<file path="src/inc/rsc_pkg.sv">
// Constants and types shared by the reset source controller files.
// Assumes a 20 MHz system clock and an 8-bit special function register bus.
package rsc_pkg;

	// Register decode
	localparam logic [7:0] ADDR_SUPPLY_MON  = 8'hff;
	localparam logic [7:0] ADDR_RESET_CAUSE = 8'hef;
	localparam logic [7:0] PAGE_RESET       = 8'h00;

	// Supply monitor control fields
	localparam int MON_ENABLE_BIT = 7;
	localparam int MON_STATUS_BIT = 6;
	localparam int MON_LEVEL_BIT  = 5;

	// Reset cause fields
	localparam int CAUSE_PIN   = 0;
	localparam int CAUSE_POWER = 1;
	localparam int CAUSE_CLOCK = 2;
	localparam int CAUSE_WDOG  = 3;
	localparam int CAUSE_SOFT  = 4;
	localparam int CAUSE_CMP   = 5;
	localparam int CAUSE_FLASH = 6;
	localparam int CAUSE_W     = 7;

	// Reset values
	localparam logic [CAUSE_W-1:0] CAUSE_NONE  = 7'h00;
	localparam logic [CAUSE_W-1:0] CAUSE_PORV  = 7'h02;
	localparam logic [7:0]         BYTE_ZERO   = 8'h00;
	localparam logic               MON_LEVEL_RST = 1'b0;

	// Timing
	localparam int CLK_PERIOD_NS  = 50;
	localparam int RESET_HOLD_NS  = 500;
	localparam int RESET_HOLD_CYC = (RESET_HOLD_NS + CLK_PERIOD_NS - 1) / CLK_PERIOD_NS;
	localparam int HOLD_W         = 4;
	localparam int WDOG_DIV       = 12;
	localparam int WDOG_DIV_W     = 4;

	typedef enum logic {
		RSC_RUN,
		RSC_HOLD
	} rsc_state_t;

endpackage

</file>
<file path="src/inc/rsc_wdog_if.sv">
// Link between the reset controller and its watchdog unit.
// Assumes both ends run on the same system clock.
`timescale 1ns/100ps
interface rsc_wdog_if;
	logic clear;
	logic service;
	logic disable_req;
	logic overflow;

	modport ctrl (
		output clear,
		output service,
		output disable_req,
		input  overflow
	);
	modport unit (
		input  clear,
		input  service,
		input  disable_req,
		output overflow
	);
endinterface

</file>
<file path="src/verilog/rsc_watchdog.sv">
// Watchdog unit clocked by a divide-by-twelve enable from the system clock.
// Assumes clear is held high for the whole of any system reset.
`timescale 1ns/100ps
module rsc_watchdog #(
	parameter int LIMIT_W = 8,
	parameter logic [LIMIT_W-1:0] LIMIT = 8'hff
) (
	input  wire logic   sys_clk_in,
	input  wire logic   rst_in,
	rsc_wdog_if.unit    link
);
	typedef struct packed {
		logic                              en;
		logic [rsc_pkg::WDOG_DIV_W-1:0]    div;
		logic [LIMIT_W-1:0]                cnt;
		logic                              ovf;
	} rsc_wdog_state_t;

	localparam logic [rsc_pkg::WDOG_DIV_W-1:0] DIV_LAST =
		rsc_pkg::WDOG_DIV_W'(rsc_pkg::WDOG_DIV - 1);

	rsc_wdog_state_t r;
	rsc_wdog_state_t next_r;

	always_comb begin
		next_r = r;
		next_r.ovf = 1'b0;
		if (link.clear) begin
			// Enabled and running from the divided clock after any reset
			next_r.en  = 1'b1;
			next_r.div = '0;
			next_r.cnt = '0;
		end else if (link.disable_req) begin
			next_r.en = 1'b0;
		end else if (link.service) begin
			next_r.cnt = '0;
		end else if (r.en) begin
			if (r.div == DIV_LAST) begin
				next_r.div = '0;
				if (r.cnt == LIMIT) begin
					next_r.ovf = 1'b1;
					next_r.cnt = '0;
				end else begin
					next_r.cnt = r.cnt + 1'b1;
				end
			end else begin
				next_r.div = r.div + 1'b1;
			end
		end
	end

	always_ff @(posedge sys_clk_in) begin
		if (rst_in) begin
			r <= '{en: 1'b1, div: '0, cnt: '0, ovf: 1'b0};
		end else begin
			r <= next_r;
		end
	end

	assign link.overflow = r.ovf;
endmodule

</file>
<file path="src/verilog/rsc_controller.sv">
// Reset source controller: supply monitor control, reset cause capture, reset hold.
// Assumes all pins synchronous to sys_clk_in and a single-cycle register bus.
//
// Overview of operation
// - Monitor enable bit gates monitor; it resets only when also selected.
// - Status bit 6 reads live monitor output, 1 when supply above threshold.
// - Level select bit 5 resets to 0; 0 low trip, 1 high trip.
// - Monitor control bits 4..0 read zero; writes to them ignored.
// - Monitor control register sits at address 0xFF, page 0x00.
// - Reset pin driven low forces reset; pin is active low.
// - Leaving a pin reset sets pin flag at cause bit 0.
// - Clock-loss detector timeout generates a system reset.
// - Clock-loss flag reads 1 only after a clock-loss reset.
// - Writing cause bit 2 enables or disables the clock-loss detector.
// - Non-power resets leave the reset pin undriven.
// - Writing 1 to bit 5 arms comparator reset on minus above plus.
// - Comparator flag reads 1 only after a comparator reset.
// - Watchdog enabled, clocked from system clock over twelve after reset.
// - Watchdog overflow resets device and sets watchdog flag.
// - Flash write, code read or fetch at reserved space resets device.
// - Forbidden flash access, or access without high selected monitor, resets.
// - Flash fault reset sets flag at cause bit 6.
// - Writing 1 to bit 4 resets at once; bit reads 1 afterwards.
// - Power-on or monitor reset sets the power flag.
// - Power-on forces monitor enable; other resets keep it.
// - Watchdog flag is read-only cause bit 3.
// - Reset cause register sits at address 0xEF, page 0x00.
`timescale 1ns/100ps
module rsc_controller #(
	parameter int              ADDR_W     = 16,
	parameter logic [ADDR_W-1:0] RESERVED_BASE = 16'hfc00,
	parameter int              WDOG_W     = 8,
	parameter logic [WDOG_W-1:0] WDOG_LIMIT = 8'hff
) (
	input  wire logic              sys_clk_in,
	input  wire logic              rst_in,
	// Register bus
	input  wire logic [7:0]        sfr_addr_in,
	input  wire logic [7:0]        sfr_page_in,
	input  wire logic              sfr_wr_in,
	input  wire logic              sfr_rd_in,
	input  wire logic [7:0]        sfr_wdata_in,
	output logic      [7:0]        sfr_rdata_out,
	// Reset pin, two-way
	input  wire logic              rst_pin_n_in,
	output logic                   rst_pin_out,
	output logic                   rst_pin_oe_out,
	// Analog sources
	input  wire logic              supply_above_in,
	input  wire logic              clock_stall_in,
	input  wire logic              cmp_below_in,
	// Watchdog servicing from the counter array
	input  wire logic              wdog_service_in,
	input  wire logic              wdog_disable_in,
	// Flash accesses
	input  wire logic              flash_write_in,
	input  wire logic              store_write_enable_in,
	input  wire logic [ADDR_W-1:0] flash_addr_in,
	input  wire logic              code_read_in,
	input  wire logic              fetch_in,
	input  wire logic [ADDR_W-1:0] fetch_addr_in,
	input  wire logic              security_deny_in,
	// System side
	output logic                   sys_reset_out,
	output logic                   monitor_enable_out,
	output logic                   threshold_high_out
);
	typedef struct packed {
		rsc_pkg::rsc_state_t            state;
		logic [rsc_pkg::CAUSE_W-1:0]    cause;
		logic [rsc_pkg::CAUSE_W-1:0]    pend;
		logic [rsc_pkg::HOLD_W-1:0]     hold_cnt;
		logic                           mon_en;
		logic                           mon_high;
		logic                           mon_sel;
		logic                           cmp_arm;
		logic                           mcd_en;
		logic [7:0]                     rdata;
		logic                           sys_rst;
		logic                           pin_oe;
	} rsc_ctrl_state_t;

	localparam logic [rsc_pkg::HOLD_W-1:0] HOLD_LAST =
		rsc_pkg::HOLD_W'(rsc_pkg::RESET_HOLD_CYC - 1);

	localparam rsc_ctrl_state_t RESET_VALUE = '{
		state:    rsc_pkg::RSC_HOLD,
		cause:    rsc_pkg::CAUSE_NONE,
		pend:     rsc_pkg::CAUSE_PORV,
		hold_cnt: '0,
		mon_en:   1'b1,
		mon_high: rsc_pkg::MON_LEVEL_RST,
		mon_sel:  1'b1,
		cmp_arm:  1'b0,
		mcd_en:   1'b1,
		rdata:    rsc_pkg::BYTE_ZERO,
		sys_rst:  1'b1,
		pin_oe:   1'b1
	};

	rsc_ctrl_state_t r;
	rsc_ctrl_state_t next_r;

	rsc_wdog_if wdog ();

	rsc_watchdog #(
		.LIMIT_W (WDOG_W),
		.LIMIT   (WDOG_LIMIT)
	) u_watchdog (
		.sys_clk_in (sys_clk_in),
		.rst_in     (rst_in),
		.link       (wdog.unit)
	);

	// Highest priority source wins when several trip together
	function automatic logic [rsc_pkg::CAUSE_W-1:0] pick_cause(
		input logic [rsc_pkg::CAUSE_W-1:0] trips
	);
		logic [rsc_pkg::CAUSE_W-1:0] one;
		one = rsc_pkg::CAUSE_NONE;
		if (trips[rsc_pkg::CAUSE_POWER]) begin
			one[rsc_pkg::CAUSE_POWER] = 1'b1;
		end else if (trips[rsc_pkg::CAUSE_PIN]) begin
			one[rsc_pkg::CAUSE_PIN] = 1'b1;
		end else if (trips[rsc_pkg::CAUSE_CLOCK]) begin
			one[rsc_pkg::CAUSE_CLOCK] = 1'b1;
		end else if (trips[rsc_pkg::CAUSE_CMP]) begin
			one[rsc_pkg::CAUSE_CMP] = 1'b1;
		end else if (trips[rsc_pkg::CAUSE_WDOG]) begin
			one[rsc_pkg::CAUSE_WDOG] = 1'b1;
		end else if (trips[rsc_pkg::CAUSE_FLASH]) begin
			one[rsc_pkg::CAUSE_FLASH] = 1'b1;
		end else if (trips[rsc_pkg::CAUSE_SOFT]) begin
			one[rsc_pkg::CAUSE_SOFT] = 1'b1;
		end
		return one;
	endfunction

	function automatic logic in_reserved(input logic [ADDR_W-1:0] addr);
		return addr >= RESERVED_BASE;
	endfunction

	// Both registers share one page; only the address tells them apart
	function automatic logic reg_hit(
		input logic [7:0] page,
		input logic [7:0] addr,
		input logic [7:0] want
	);
		return page == rsc_pkg::PAGE_RESET && addr == want;
	endfunction

	logic                        wr_mon;
	logic                        wr_cause;
	logic                        rd_mon;
	logic                        rd_cause;
	logic                        monitor_trip;
	logic                        flash_access;
	logic                        flash_fault;
	logic                        hold_sources;
	logic                        pin_external;
	logic                        reserved_write;
	logic                        reserved_read;
	logic                        reserved_fetch;
	logic                        access_denied;
	logic                        access_unguarded;
	logic [rsc_pkg::CAUSE_W-1:0] trips;

	always_comb begin
		wr_mon   = 1'b0;
		wr_cause = 1'b0;
		rd_mon   = 1'b0;
		rd_cause = 1'b0;
		if (reg_hit(sfr_page_in, sfr_addr_in, rsc_pkg::ADDR_SUPPLY_MON)) begin
			wr_mon = sfr_wr_in;
			rd_mon = sfr_rd_in;
		end else if (reg_hit(sfr_page_in, sfr_addr_in, rsc_pkg::ADDR_RESET_CAUSE)) begin
			wr_cause = sfr_wr_in;
			rd_cause = sfr_rd_in;
		end
	end

	always_comb begin
		// Monitor trips only when switched on and selected as a source
		monitor_trip = r.mon_en && r.mon_sel && !supply_above_in;
		// Our own drive of the pin must not keep us in reset
		pin_external = !rst_pin_n_in && !r.pin_oe;
		flash_access = (flash_write_in && store_write_enable_in) || code_read_in;
		reserved_write = flash_write_in && store_write_enable_in &&
			in_reserved(flash_addr_in);
		reserved_read  = code_read_in && in_reserved(flash_addr_in);
		reserved_fetch = fetch_in && in_reserved(fetch_addr_in);
		access_denied  = flash_access && security_deny_in;
		// Flash is safe only while the monitor guards it at the high level
		access_unguarded = flash_access && !(r.mon_en && r.mon_high && r.mon_sel);
		flash_fault = reserved_write || reserved_read || reserved_fetch ||
			access_denied || access_unguarded;
		trips = rsc_pkg::CAUSE_NONE;
		trips[rsc_pkg::CAUSE_POWER] = monitor_trip;
		trips[rsc_pkg::CAUSE_PIN]   = pin_external;
		trips[rsc_pkg::CAUSE_CLOCK] = r.mcd_en && clock_stall_in;
		trips[rsc_pkg::CAUSE_CMP]   = r.cmp_arm && cmp_below_in;
		trips[rsc_pkg::CAUSE_WDOG]  = wdog.overflow;
		trips[rsc_pkg::CAUSE_FLASH] = flash_fault;
		trips[rsc_pkg::CAUSE_SOFT]  = wr_cause && sfr_wdata_in[rsc_pkg::CAUSE_SOFT];
		// Level sources keep the device held until they let go
		hold_sources = pin_external || monitor_trip;
	end

	always_comb begin
		next_r = r;
		case (r.state)
			rsc_pkg::RSC_RUN: begin
				if (wr_mon) begin
					next_r.mon_en   = sfr_wdata_in[rsc_pkg::MON_ENABLE_BIT];
					next_r.mon_high = sfr_wdata_in[rsc_pkg::MON_LEVEL_BIT];
				end
				if (wr_cause) begin
					next_r.mon_sel = sfr_wdata_in[rsc_pkg::CAUSE_POWER];
					next_r.mcd_en  = sfr_wdata_in[rsc_pkg::CAUSE_CLOCK];
					if (sfr_wdata_in[rsc_pkg::CAUSE_CMP]) begin
						next_r.cmp_arm = 1'b1;
					end
				end
				if (trips != rsc_pkg::CAUSE_NONE) begin
					next_r.state    = rsc_pkg::RSC_HOLD;
					next_r.pend     = pick_cause(trips);
					next_r.hold_cnt = '0;
					next_r.sys_rst  = 1'b1;
					// Only the supply monitor drives the pin low
					next_r.pin_oe   = trips[rsc_pkg::CAUSE_POWER];
				end
			end
			rsc_pkg::RSC_HOLD: begin
				if (r.hold_cnt != HOLD_LAST) begin
					next_r.hold_cnt = r.hold_cnt + 1'b1;
				end else if (!hold_sources) begin
					next_r.state   = rsc_pkg::RSC_RUN;
					next_r.sys_rst = 1'b0;
					next_r.pin_oe  = 1'b0;
					next_r.cause   = r.pend;
					next_r.cmp_arm = 1'b0;
					next_r.mcd_en  = 1'b1;
					if (r.pend[rsc_pkg::CAUSE_POWER]) begin
						next_r.mon_sel = 1'b1;
					end
				end
				if (!rst_pin_n_in && !r.pend[rsc_pkg::CAUSE_POWER]) begin
					// Pin asserted mid-hold takes over the recorded cause unless that cause is power
					next_r.pend = rsc_pkg::CAUSE_NONE;
					next_r.pend[rsc_pkg::CAUSE_PIN] = 1'b1;
				end
			end
			default: begin
				next_r = RESET_VALUE;
			end
		endcase
		if (rd_mon) begin
			next_r.rdata = rsc_pkg::BYTE_ZERO;
			next_r.rdata[rsc_pkg::MON_ENABLE_BIT] = r.mon_en;
			next_r.rdata[rsc_pkg::MON_STATUS_BIT] = supply_above_in;
			next_r.rdata[rsc_pkg::MON_LEVEL_BIT]  = r.mon_high;
		end else if (rd_cause) begin
			// Flags reflect the last cause, not the enables behind them
			next_r.rdata = {1'b0, r.cause};
		end
	end

	always_ff @(posedge sys_clk_in) begin
		if (rst_in) begin
			// Power-on: monitor forced on at low level, pin driven
			r <= RESET_VALUE;
		end else begin
			r <= next_r;
		end
	end

	assign wdog.clear       = r.sys_rst;
	assign wdog.service     = wdog_service_in;
	assign wdog.disable_req = wdog_disable_in;

	assign sfr_rdata_out      = r.rdata;
	assign sys_reset_out      = r.sys_rst;
	assign rst_pin_oe_out     = r.pin_oe;
	assign monitor_enable_out = r.mon_en;
	assign threshold_high_out = r.mon_high;

	// Driven level is always low; the enable alone decides
	always_ff @(posedge sys_clk_in) begin
		rst_pin_out <= 1'b0;
	end
endmodule

</file>
<file path="config.mk">
export PLATFORM = sky130hd
export DESIGN_NAME = rsc_controller
export DESIGN_NICKNAME = d
export VERILOG_FILES = /design/src/inc/rsc_pkg.sv /design/src/inc/rsc_wdog_if.sv /design/src/verilog/rsc_watchdog.sv /design/src/verilog/rsc_controller.sv
export SDC_FILE = /design/constraint.sdc
export NUM_CORES = 1
export LEC_CHECK = 0
export ABC_AREA = 1
export BUFFER_PORTS_ARGS = -buffer_cell sky130_fd_sc_hd__buf_4
export CAP_MARGIN = 10
export CORE_MARGIN = 2
export CORE_UTILIZATION = 39
export CTS_BUF_LIST = sky130_fd_sc_hd__clkbuf_16
export CTS_CLUSTER_SIZE = 30
export DETAILED_ROUTE_END_ITERATION = 8
export PLACE_DENSITY = 0.69
export SETUP_SLACK_MARGIN = 0.5
export SLEW_MARGIN = 20
export SYNTH_ARGS = -nofsm -noshare
export SYNTH_HDL_FRONTEND = slang
export SYNTH_HIERARCHICAL = 1
export SYNTH_SLANG_ARGS = --single-unit
export TNS_END_PERCENT = 1
</file>
<file path="constraint.sdc">
create_clock -name sys_clk_in -period 1.65 [get_ports sys_clk_in]
set_input_delay 0.2475 -clock sys_clk_in [delete_from_list [all_inputs] [get_ports sys_clk_in]]
set_output_delay 0.2475 -clock sys_clk_in [all_outputs]
set_load 0.02 [all_outputs]
</file>
==> results of run 1 <==
[where the power goes]
part	total, mW	switching (mW)	internal (mW)
sequential	1.17	0.00679	1.16
clock	1.08	0.430	0.651
combinational	0.199	0.0866	0.112
total	2.45	0.523	1.93
[registers in the layout, indices dropped and copies added, names as in the netlist]
name	cells
sys_reset_out	1
u_watchdog/r	13
r	22
sfr_rdata_out	8
monitor_enable_out	1
u_watchdog/link.overflow	1
rst_pin_oe_out	1
threshold_high_out	1
[kinds of logic after synthesis]
logic type	after synthesis
AOI/OAI and AO/OA	43
buffers and inverters	55
adders and majority gates	4
and+or+nand+nor	191
DFF	48
xor gates and xnor gates	4
other	1
[stage by stage]
stage	power, mW	std cells	setup WS (ns)	instance area (um2)	util [%]
after global routing	2.55	490	0.169	3270	54.6
after CTS	2.48	490	0.286	3260	54.4
after floorplan	1.27	346	0.341	2510	-
after global placement	1.38	472	0.134	2980	49.7
final	2.45	490	0.264	3270	54.6
after detailed placement	1.38	472	0.117	2980	49.7
[synthesized netlist by cell type, types with 2 or more instances]
cell type,n
a21oi_1,20
o21ai_1,8
nor2_1,44
nor3_1,4
buf_4,10
a21oi_2,2
o21ai_0,9
nand2_1,75
inv_1,34
nand2_2,7
nand4_1,8
inv_2,5
nand3_1,37
dfxtp_1,48
nor2_8,2
ha_1,4
nor2_2,7
xor2_1,4
nand3_2,2
nand2_4,2
[layout by cell type, fill, tap and decap left out, drive strengths merged, types with 2 or more instances in the layout]
cell / instances
clkbuf: 6
nor3: 4
buf: 73
nand4: 8
ha: 4
dfxtp: 48
clkinv: 2
xor2: 4
nand2: 85
nand3: 40
nor2: 54
inv: 42
a21oi: 22
o21ai: 17
[layout make-up]
type	instances	area, um2	area share [%]
Multi-Input combinational cell	244	1320	40.3
Clock buffer	6	150	4.59
Inverter	41	159	4.86
Timing Repair Buffer	73	556	17.0
Clock inverter	2	11.3	0.345
Timing Repair inverter	1	6.26	0.191
Tap cell	75	93.8	2.87
Sequential cell	48	976	29.9
[layer usage]
| metal | up-vias | wire length [um] |
|---|---|---|
| met2 | 59 | 2670 |
| met4 | 0 | 57 |
| met5 | - | 0 |
| met3 | 6 | 360 |
| met1 | 1051 | 2420 |
| li1 | 1240 | - |
[path summary, 6_finish.rpt]
path,to,slack [ns],depth (start not counted)
setup / recovery,r[19]$_SDFFE_PP0P_,0.26,10
hold / removal,r[12]$_SDFFE_PP1P_,0.19,3
setup reg to reg,r[19]$_SDFFE_PP0P_,0.26,10
hold reg to reg,r[11]$_SDFFE_PP0P_,0.46,2
[critical path: cells and delay by family (launching register included)]
kind | cells | cell delay [ns]
AND/OR/NAND/NOR | 8 | 0.66
AO/OA/AOI/OAI | 1 | 0.22
buffers and inverters | 1 | 0.08
flip-flops | 1 | 0.35
[what timing repair did]
action,in CTS,in global routing
resized for setup,13,2
setup endpoints to repair,38,47
pin swaps,8,4
buffers inserted,8,0
gates cloned,2,0
==> impl_metrics.toml, run 1 <==
[logic_synthesis]
netlist_area_mm2 = 0.00245
synth_xor_area_share_pct = 1.43
synth_top_area_share_pct = 39.2
yosysWarnings = 6
ys_types = 34
async_reset_ff_share_pct = 0
synth_top_cell_by_area = "dfxtp_1"
yosys.area_share.simple_pct = 37.0
synth_area_leaders = "dfxtp_1 (39%), nand2_1 (11%), nand3_1 (7.5%)"
synth_mux_area_share_pct = 0
synthAdderAreaFrac_pct = 2.04
syn-num-nets = 421
ys_ff_latch = 48
postSynthCellCount = 346
synth_area_per_cell_um2 = 7.09
synth_top_family_by_area = "simple AND/OR/NAND/NOR gates"
synth-main-ff-cell = "dfxtp_1"
synth-edff-count = 0
yosysSeqAreaShare_pct = 39.2
synth-compound-area-share_pct = 9.43

[hold_path]
hold_class = "in -> reg"
hp-start = "sfr_wdata_in[1]"

[clock_tree]
cts_sinks = 48
insertion_delay_ns = 0.29
cts_buffer_depth = 2
cts_tree = "yes"
cts.hold.buffers_added = 0
root_buffer = "clkbuf_16"
cts-buffers-inserted = 5
htree_levels = 2
cts.clk_slew.worst_paths_ns = 0.06

[setup_path]
path_class = "reg -> reg"
slowest_delay_ns = 0.35
worst_r2r_startpoint = "monitor_enable_out$_SDFFE_PP1P_"
crit_required_ns = 1.87
startpoint = "monitor_enable_out$_SDFFE_PP1P_"
crit_arrival_ns = 1.61
crit_path_end_kind = "flop"
cp_slowest_cell = "dfxtp_4"
worstPathCellList = "nand2_2 > o21ai_2 > inv_2 > nand2_1 > nor2_2 > nand2_2 > nand2_4 > nand2_1 > nor2_1 > nor2_1"
critPathLaunchType = "flop"
crit_path_max_fanout = 7

[drt]
finalWirelength_mm = 5.50
vias = 2356
drcViolationCount = 0
drt-vias-per-instance = 4.81
ant_nets = 0
first_iter_violations = 97
wl_per_cell_um = 11.2
dr.pass1.iters = 4

[timing]
period_needed_ns = 1.39
max_freq_ghz = 0.722
rsz0062_at_grt = "true"
setup_viol = 0
fin_setup_tns_ns = 0
hold_ws_ns = 0.187
fin_crit_sh_pct = 84.0
clock_skew_ns = 0.00394
hold_violations = 0
slew_viol_final = 0

[finish]
syn2layout_area_growth_pct = 33.2
nNetsFinal = 489
drive_above_1_share_pct = 33.0
num-fill-cells = 584
insertedDiodeCount = 0

[global_route]
top_usage_layer = "met2"
grt_max_degree = 16
grt_overflow = 0
grt_pass1_vias = 2314
antenna_found_initial = 0
met1_usage_pct = 18.5
grt_util_all_layers_pct = 16.5
grt_pass1_wl_mm = 9.53
grt_util_met3_pct = 5.47
met2_usage_pct = 30.1

[die]
top_level_ports = 84
dieArea_mm2 = 0.00694
core_mm2 = 0.00599
initial_core_util_pct = 41.0
die_x_um = 83.3
row_count = 28
die_h_um = 83.3

[run_status]
outcome = "complete, no violations"

[pwr]
power_density_mw_per_mm2 = 750
vdd_drop_max_uv = 644
p_leak_nw = 1.51

[placement]
gp_congestion = 0.782
dp_hpwl_mm = 4.03
portBuffers = 59

[flow_run]
maxCapViolations = 0
(Power assumes the default switching activity.)
==> run 2: changes to the inputs <==
--- a/config.mk
+++ b/config.mk
@@ -13,7 +13,7 @@
 export CTS_BUF_LIST = sky130_fd_sc_hd__clkbuf_16
 export CTS_CLUSTER_SIZE = 30
 export DETAILED_ROUTE_END_ITERATION = 8
-export PLACE_DENSITY = 0.69
+export PLACE_DENSITY = 0.71
 export SETUP_SLACK_MARGIN = 0.5
 export SLEW_MARGIN = 20
 export SYNTH_ARGS = -nofsm -noshare
==> constraint.sdc (replaced) <==
create_clock -name sys_clk_in -period 1.2 [get_ports sys_clk_in]
set_input_delay 0.18 -clock sys_clk_in [delete_from_list [all_inputs] [get_ports sys_clk_in]]
set_output_delay 0.18 -clock sys_clk_in [all_outputs]
set_load 0.02 [all_outputs]
==> run 2 against run 1 <==
Compared with the run above: the flow now finishes with violations (negative setup slack); flip-flop and latch count did not move; critical path depth stayed put; register-to-register slack worse by 0.48 ns; non-clock buffer count up 29; final area is 17% higher; first-iteration DRC count up 13%; critical endpoint unchanged; largest power group unchanged.
==> impl_metrics.toml, run 2 (same netlist as run 1, synthesis figures left out) <==
[drt]
vias = 2489
drt-vias-per-instance = 4.81
finalWirelength_mm = 6.36
first_iter_violations = 110
drcViolationCount = 0
wl_per_cell_um = 12.3
dr.pass1.iters = 4
ant_nets = 0

[finish]
nNetsFinal = 517
insertedDiodeCount = 0
num-fill-cells = 497
drive_above_1_share_pct = 49.4
syn2layout_area_growth_pct = 55.2
final_common_cell = "buf_4"
largest_reg_flops = 22
top_register = "r"
layout_common_cells = "buf_4 (74), nand2_1 (59), nor2_1 (36)"

[die]
dieArea_mm2 = 0.00694
die_h_um = 83.3
initial_core_util_pct = 41.0
die_x_um = 83.3
core_mm2 = 0.00599
top_level_ports = 84
row_count = 28

[run_status]
failed_checks = "negative setup slack"
outcome = "complete, but fails checks"

[timing]
hold_violations = 0
period_needed_ns = 1.41
slew_viol_final = 0
rsz0062_at_grt = "true"
max_freq_ghz = 0.708
fin_crit_sh_pct = 118
setup_ws_ns = -0.212
clock_skew_ns = 0.00519
setup_viol = 24

[pwr]
pwr-share-comb_pct = 9.6
power_density_mw_per_mm2 = 923
p_int_mw = 2.77
vdd_drop_max_uv = 878
p_leak_nw = 1.75
switchingPower_uw = 748
seqPwrFrac_pct = 45.7
p_clk_share_pct = 44.7
power_mw = 3.52
netSwitchingFraction_pct = 21.3

[setup_path]
worst_r2r_startpoint = "r[10]$_SDFFE_PP1P_"
crit_required_ns = 1.39
r2r-end = "r[19]$_SDFFE_PP0P_"
reg2reg_depth = 10
crit_path_max_fanout = 7
crit_path_end_kind = "flop"
cp_slowest_cell = "dfxtp_2"
critPathLaunchType = "flop"
reg2reg_slack_ns = -0.21
worstPathCellList = "nand2_2 > inv_2 > nor3_2 > nand2_2 > nor2_2 > nand2_2 > nand2_4 > nand2_2 > nor2_1 > nor2_1"
slowest_delay_ns = 0.32
cp_common_cell = "nand2_2"
crit_arrival_ns = 1.60
path_class = "reg -> reg"

[global_route]
grt_util_all_layers_pct = 18.1
grt_util_met3_pct = 3.68
antenna_found_initial = 0
grt_pass1_wl_mm = 10.5
top_usage_layer = "met2"
met2_usage_pct = 32.8
grt_pass1_vias = 2489
met1_usage_pct = 20.6
grt_overflow = 0
grt_max_degree = 18

[hold_path]
hold_class = "in -> reg"
hp-start = "sfr_wdata_in[1]"
min_path_cells = 3
whs_endpoint = "r[12]$_SDFFE_PP1P_"

[placement]
preCtsSetupSlack_ns = -0.241
portBuffers = 59
gp_congestion = 0.818
dp_hpwl_mm = 4.49

[clock_tree]
cts.hold.buffers_added = 0
cts-buffers-inserted = 5
cts.clk_slew.worst_paths_ns = 0.07
root_buffer = "clkbuf_16"
cts_buffer_depth = 2
cts_sinks = 48
cts_tree = "yes"
htree_levels = 2
insertion_delay_ns = 0.29

[flow_run]
maxCapViolations = 0
-- run 2: cell types whose count changed in the layout (fill, tap and decap cells not counted), moves of 12 or more --
cell	change
nand2_1	-12
dfxtp_2	+13
dfxtp_1	-14
buf_6	+25
-- run 2: what timing repair did --
action | 4_1_cts | 5_1_grt
endpoints found under the hold margin | 0 | 0
gates resized for setup | 68 | 47
gates cloned | 1 | 0
buffers inserted | 1 | 3
pin swaps | 37 | 29
setup endpoints to repair | 60 | 60
-- run 2: per-stage QoR --
| step | area (um2) | setup TNS [ns] | utilization [%] | hold slack (ns) | instances |
|---|---|---|---|---|---|
| after global placement | 3220 | -4.81 | 53.8 | 0.407 | 505 |
| final | 3810 | -3.56 | 63.6 | 0.117 | 518 |
| after detailed placement | 3220 | -5.23 | 53.8 | 0.418 | 505 |
| after CTS | 3620 | -3.58 | 60.4 | 0.121 | 515 |
| after global routing | 3810 | -6.17 | 63.6 | 0.128 | 518 |
| after floorplan | 2500 | -1.51 | - | 0.249 | 346 |
-- run 2: layout make-up --
type | count | area [um2] | share of cell area, %
Clock inverter | 3 | 41.3 | 1.08
Clock buffer | 5 | 125 | 3.29
Inverter | 41 | 164 | 4.30
Tap cell | 75 | 93.8 | 2.46
Timing Repair Buffer | 102 | 875 | 23.0
Multi-Input combinational cell | 244 | 1510 | 39.7
Sequential cell | 48 | 996 | 26.2
-- run 2: routing by layer --
layer,up-vias,part of all wire (%),routed length [um]
li1,1298,-,-
met1,1116,41,2600
met2,63,52,3310
met3,12,5.1,324
met4,0,1.9,118
met5,-,0,0
-- run 2: power by group through the flow --
stage               logic, mW  registers [mW]  clock network, mW
finish                  0.338            1.60               1.57
detailed placement      0.287            1.64                  0
floorplan               0.103            1.65                  0
global placement        0.281            1.64                  0
CTS                     0.310            1.61               1.60
global route            0.372            1.60               1.68
-- run 2: worst max-delay path by stage --
| stage | startpoint | end | slack (ns) | cells past startpoint |
|---|---|---|---|---|
| global route | r[10]$_SDFFE_PP1P_ | r[19]$_SDFFE_PP0P_ | -0.33 | 10 |
| global placement | sfr_page_in[7] | r[31]$_SDFFE_PP0P_ | -0.23 | 11 |
| finish | r[10]$_SDFFE_PP1P_ | r[19]$_SDFFE_PP0P_ | -0.21 | 10 |
| floorplan | r[16]$_SDFFE_PP0P_ | r[31]$_SDFFE_PP0P_ | -0.11 | 9 |
| CTS | r[16]$_SDFFE_PP0P_ | r[31]$_SDFFE_PP0P_ | -0.18 | 9 |
| detailed placement | sfr_addr_in[4] | r[31]$_SDFFE_PP0P_ | -0.24 | 11 |
-- run 2: critical path, delay by kind of cell, from the launching register on --
kind	cells	cell delay [ns]
simple gates	9	0.95
flops	1	0.32
buf+inv	1	0.04
==> run 3: changes to the inputs <==
--- a/config.mk
+++ b/config.mk
@@ -13,11 +13,10 @@
 export CTS_BUF_LIST = sky130_fd_sc_hd__clkbuf_16
 export CTS_CLUSTER_SIZE = 30
 export DETAILED_ROUTE_END_ITERATION = 8
-export PLACE_DENSITY = 0.71
+export PLACE_DENSITY = 0.69
 export SETUP_SLACK_MARGIN = 0.5
-export SLEW_MARGIN = 20
+export SLEW_MARGIN = 5
 export SYNTH_ARGS = -nofsm -noshare
 export SYNTH_HDL_FRONTEND = slang
 export SYNTH_HIERARCHICAL = 1
 export SYNTH_SLANG_ARGS = --single-unit
-export TNS_END_PERCENT = 1
==> constraint.sdc (replaced) <==
create_clock -name sys_clk_in -period 1.3 [get_ports sys_clk_in]
set_input_delay 0.195 -clock sys_clk_in [delete_from_list [all_inputs] [get_ports sys_clk_in]]
set_output_delay 0.195 -clock sys_clk_in [all_outputs]
set_load 0.02 [all_outputs]
==> run 3 against run 2 <==
Compared with the run above: the run still ends with negative setup slack left; via count is 8.0% higher; combinational power is 3% higher; flip-flop and latch count stayed put; maximum frequency is 1.1% higher; final area is 15% higher; largest power group unchanged; highest routed layer unchanged.
==> impl_metrics.toml, run 3 (same netlist as run 1, synthesis figures left out) <==
[run_status]
outcome = "complete, but fails checks"
failed_checks = "negative setup slack"

[finish]
syn2layout_area_growth_pct = 79.2
top_register = "r"
drive_above_1_share_pct = 62.7
stdcell_area_mm2 = 0.00440
largest_reg_flops = 22
regArea_mm2 = 0.00101
multi_input_area_mm2 = 0.00180
insertedDiodeCount = 0
num-fill-cells = 419
layout_common_cells = "buf_4 (87), nand2_1 (41), buf_6 (37)"
nNetsFinal = 543
final_cells = 544
final_common_cell = "buf_4"

[timing]
clock_skew_ns = 0.00458
rsz0062_at_grt = "true"
slew_viol_final = 0
period_needed_ns = 1.40
max_freq_ghz = 0.716
hold_violations = 0
fin_crit_sh_pct = 107
setup_ws_ns = -0.0973
hold_ws_ns = 0.128
setup_viol = 21

[clock_tree]
cts.clk_slew.worst_paths_ns = 0.06
cts_buffer_depth = 2
cts_sinks = 48
root_buffer = "clkbuf_16"
cts-buffers-inserted = 5
insertion_delay_ns = 0.28
cts_tree = "yes"
htree_levels = 2

[die]
row_count = 28
initial_core_util_pct = 41.0
die_x_um = 83.3
dieArea_mm2 = 0.00694
core_mm2 = 0.00599
top_level_ports = 84
die_h_um = 83.3

[placement]
dp_hpwl_mm = 4.33
portBuffers = 59
preCtsSetupSlack_ns = -0.129
gp_congestion = 0.761
numPlacedInstances = 492
postPlaceCellArea_mm2 = 0.00321

[global_route]
grt_max_degree = 15
grt_overflow = 0
antenna_found_initial = 0
grt_pass1_wl_mm = 11.4
grt_pass1_vias = 2497
grt_util_all_layers_pct = 19.6

[setup_path]
worstPathCellList = "inv_2 > ha_4 > nand3_4 > o21ai_4 > nand2_4 > nor2_8 > buf_4 > nand2_2 > a21oi_2"
slowest_delay_ns = 0.33
critPathLaunchType = "flop"
path_buf_inv = 2
path_class = "reg -> reg"
cp_slowest_cell = "dfxtp_2"
crit_arrival_ns = 1.62
crit_path_max_fanout = 6
cp_top_family = "simple AND/OR/NAND/NOR gates"
crit_path_end_kind = "flop"
crit_required_ns = 1.52

[drt]
drt-vias-per-instance = 4.94
met1_length_mm = 3.03
wl_met2_mm = 4.33
wl_per_cell_um = 14.2
finalWirelength_mm = 7.72
vias = 2687
dr.pass1.iters = 4
ant_nets = 0
drcViolationCount = 0
wl_met3_um = 270
top_layer_used = "met4"
first_iter_violations = 143

[pwr]
power_density_mw_per_mm2 = 742
vdd_drop_max_uv = 880
power_mw = 3.26
p_leak_nw = 1.98

[flow_run]
maxCapViolations = 0

[hold_path]
hold_class = "in -> reg"
-- run 3: through the flow --
step	TNS, ns	util [%]
2_1_floorplan	-0.00879	-
3_3_place_gp	-1.80	53.6
3_5_place_dp	-2.26	53.6
4_1_cts	-0.823	66.1
5_1_grt	-2.84	73.4
6_report	-1.11	73.4
-- run 3: cell type report --
class / instances / share of cell area (%)
inverter: 41 / 4.18
timing repair buffer: 128 / 26.0
clock inverter: 3 / 0.882
sequential: 48 / 23.0
tap: 75 / 2.13
clock buffer: 5 / 2.85
multi-input combinational: 244 / 41.0
-- run 3: worst paths after layout --
check	to	cells past startpoint	start	slack, ns
worst min register to register	sfr_rdata_out[0]$_SDFFE_PP0P_	2	sfr_rdata_out[0]$_SDFFE_PP0P_	0.47
worst max register to register	r[27]$_SDFFE_PP0P_	9	r[16]$_SDFFE_PP0P_	-0.1
worst max-delay path	r[27]$_SDFFE_PP0P_	9	r[16]$_SDFFE_PP0P_	-0.1
worst min-delay path	r[10]$_SDFFE_PP1P_	3	sfr_wdata_in[2]	0.13
-- run 3: power breakdown --
| group | switching (mW) | internal [mW] | total [mW] | leakage (nW) |
|---|---|---|---|---|
| logic | 0.157 | 0.190 | 0.347 | 1.50 |
| clock network | 0.544 | 0.897 | 1.44 | 0.0850 |
| registers | 0.00821 | 1.47 | 1.47 | 0.396 |
| total | 0.709 | 2.55 | 3.26 | 1.98 |
-- run 3: routing by layer --
layer | track usage, % | vias to the layer above
met5 | 0 | -
met4 | 3.87 | 0
met3 | 3.98 | 13
met2 | 36.1 | 60
met1 | 23.4 | 1272
li1 | - | 1342
-- run 3: worst register-to-register path, delay by kind of cell (launching register included) --
family	cells	cell delay, ns
AO/OA/AOI/OAI	2	0.28
adder cells (fa/ha/maj)	1	0.13
buffers and inverters	2	0.21
flip-flops	1	0.33
AND/OR/NAND/NOR	4	0.38
-- run 3: what timing repair did --
item | CTS | global route
setup endpoints to repair | 60 | 60
gates resized for setup | 114 | 70
hold buffers | 0 | 0
pin swaps | 44 | 32
gates cloned | 1 | 0
buffers inserted | 22 | 21
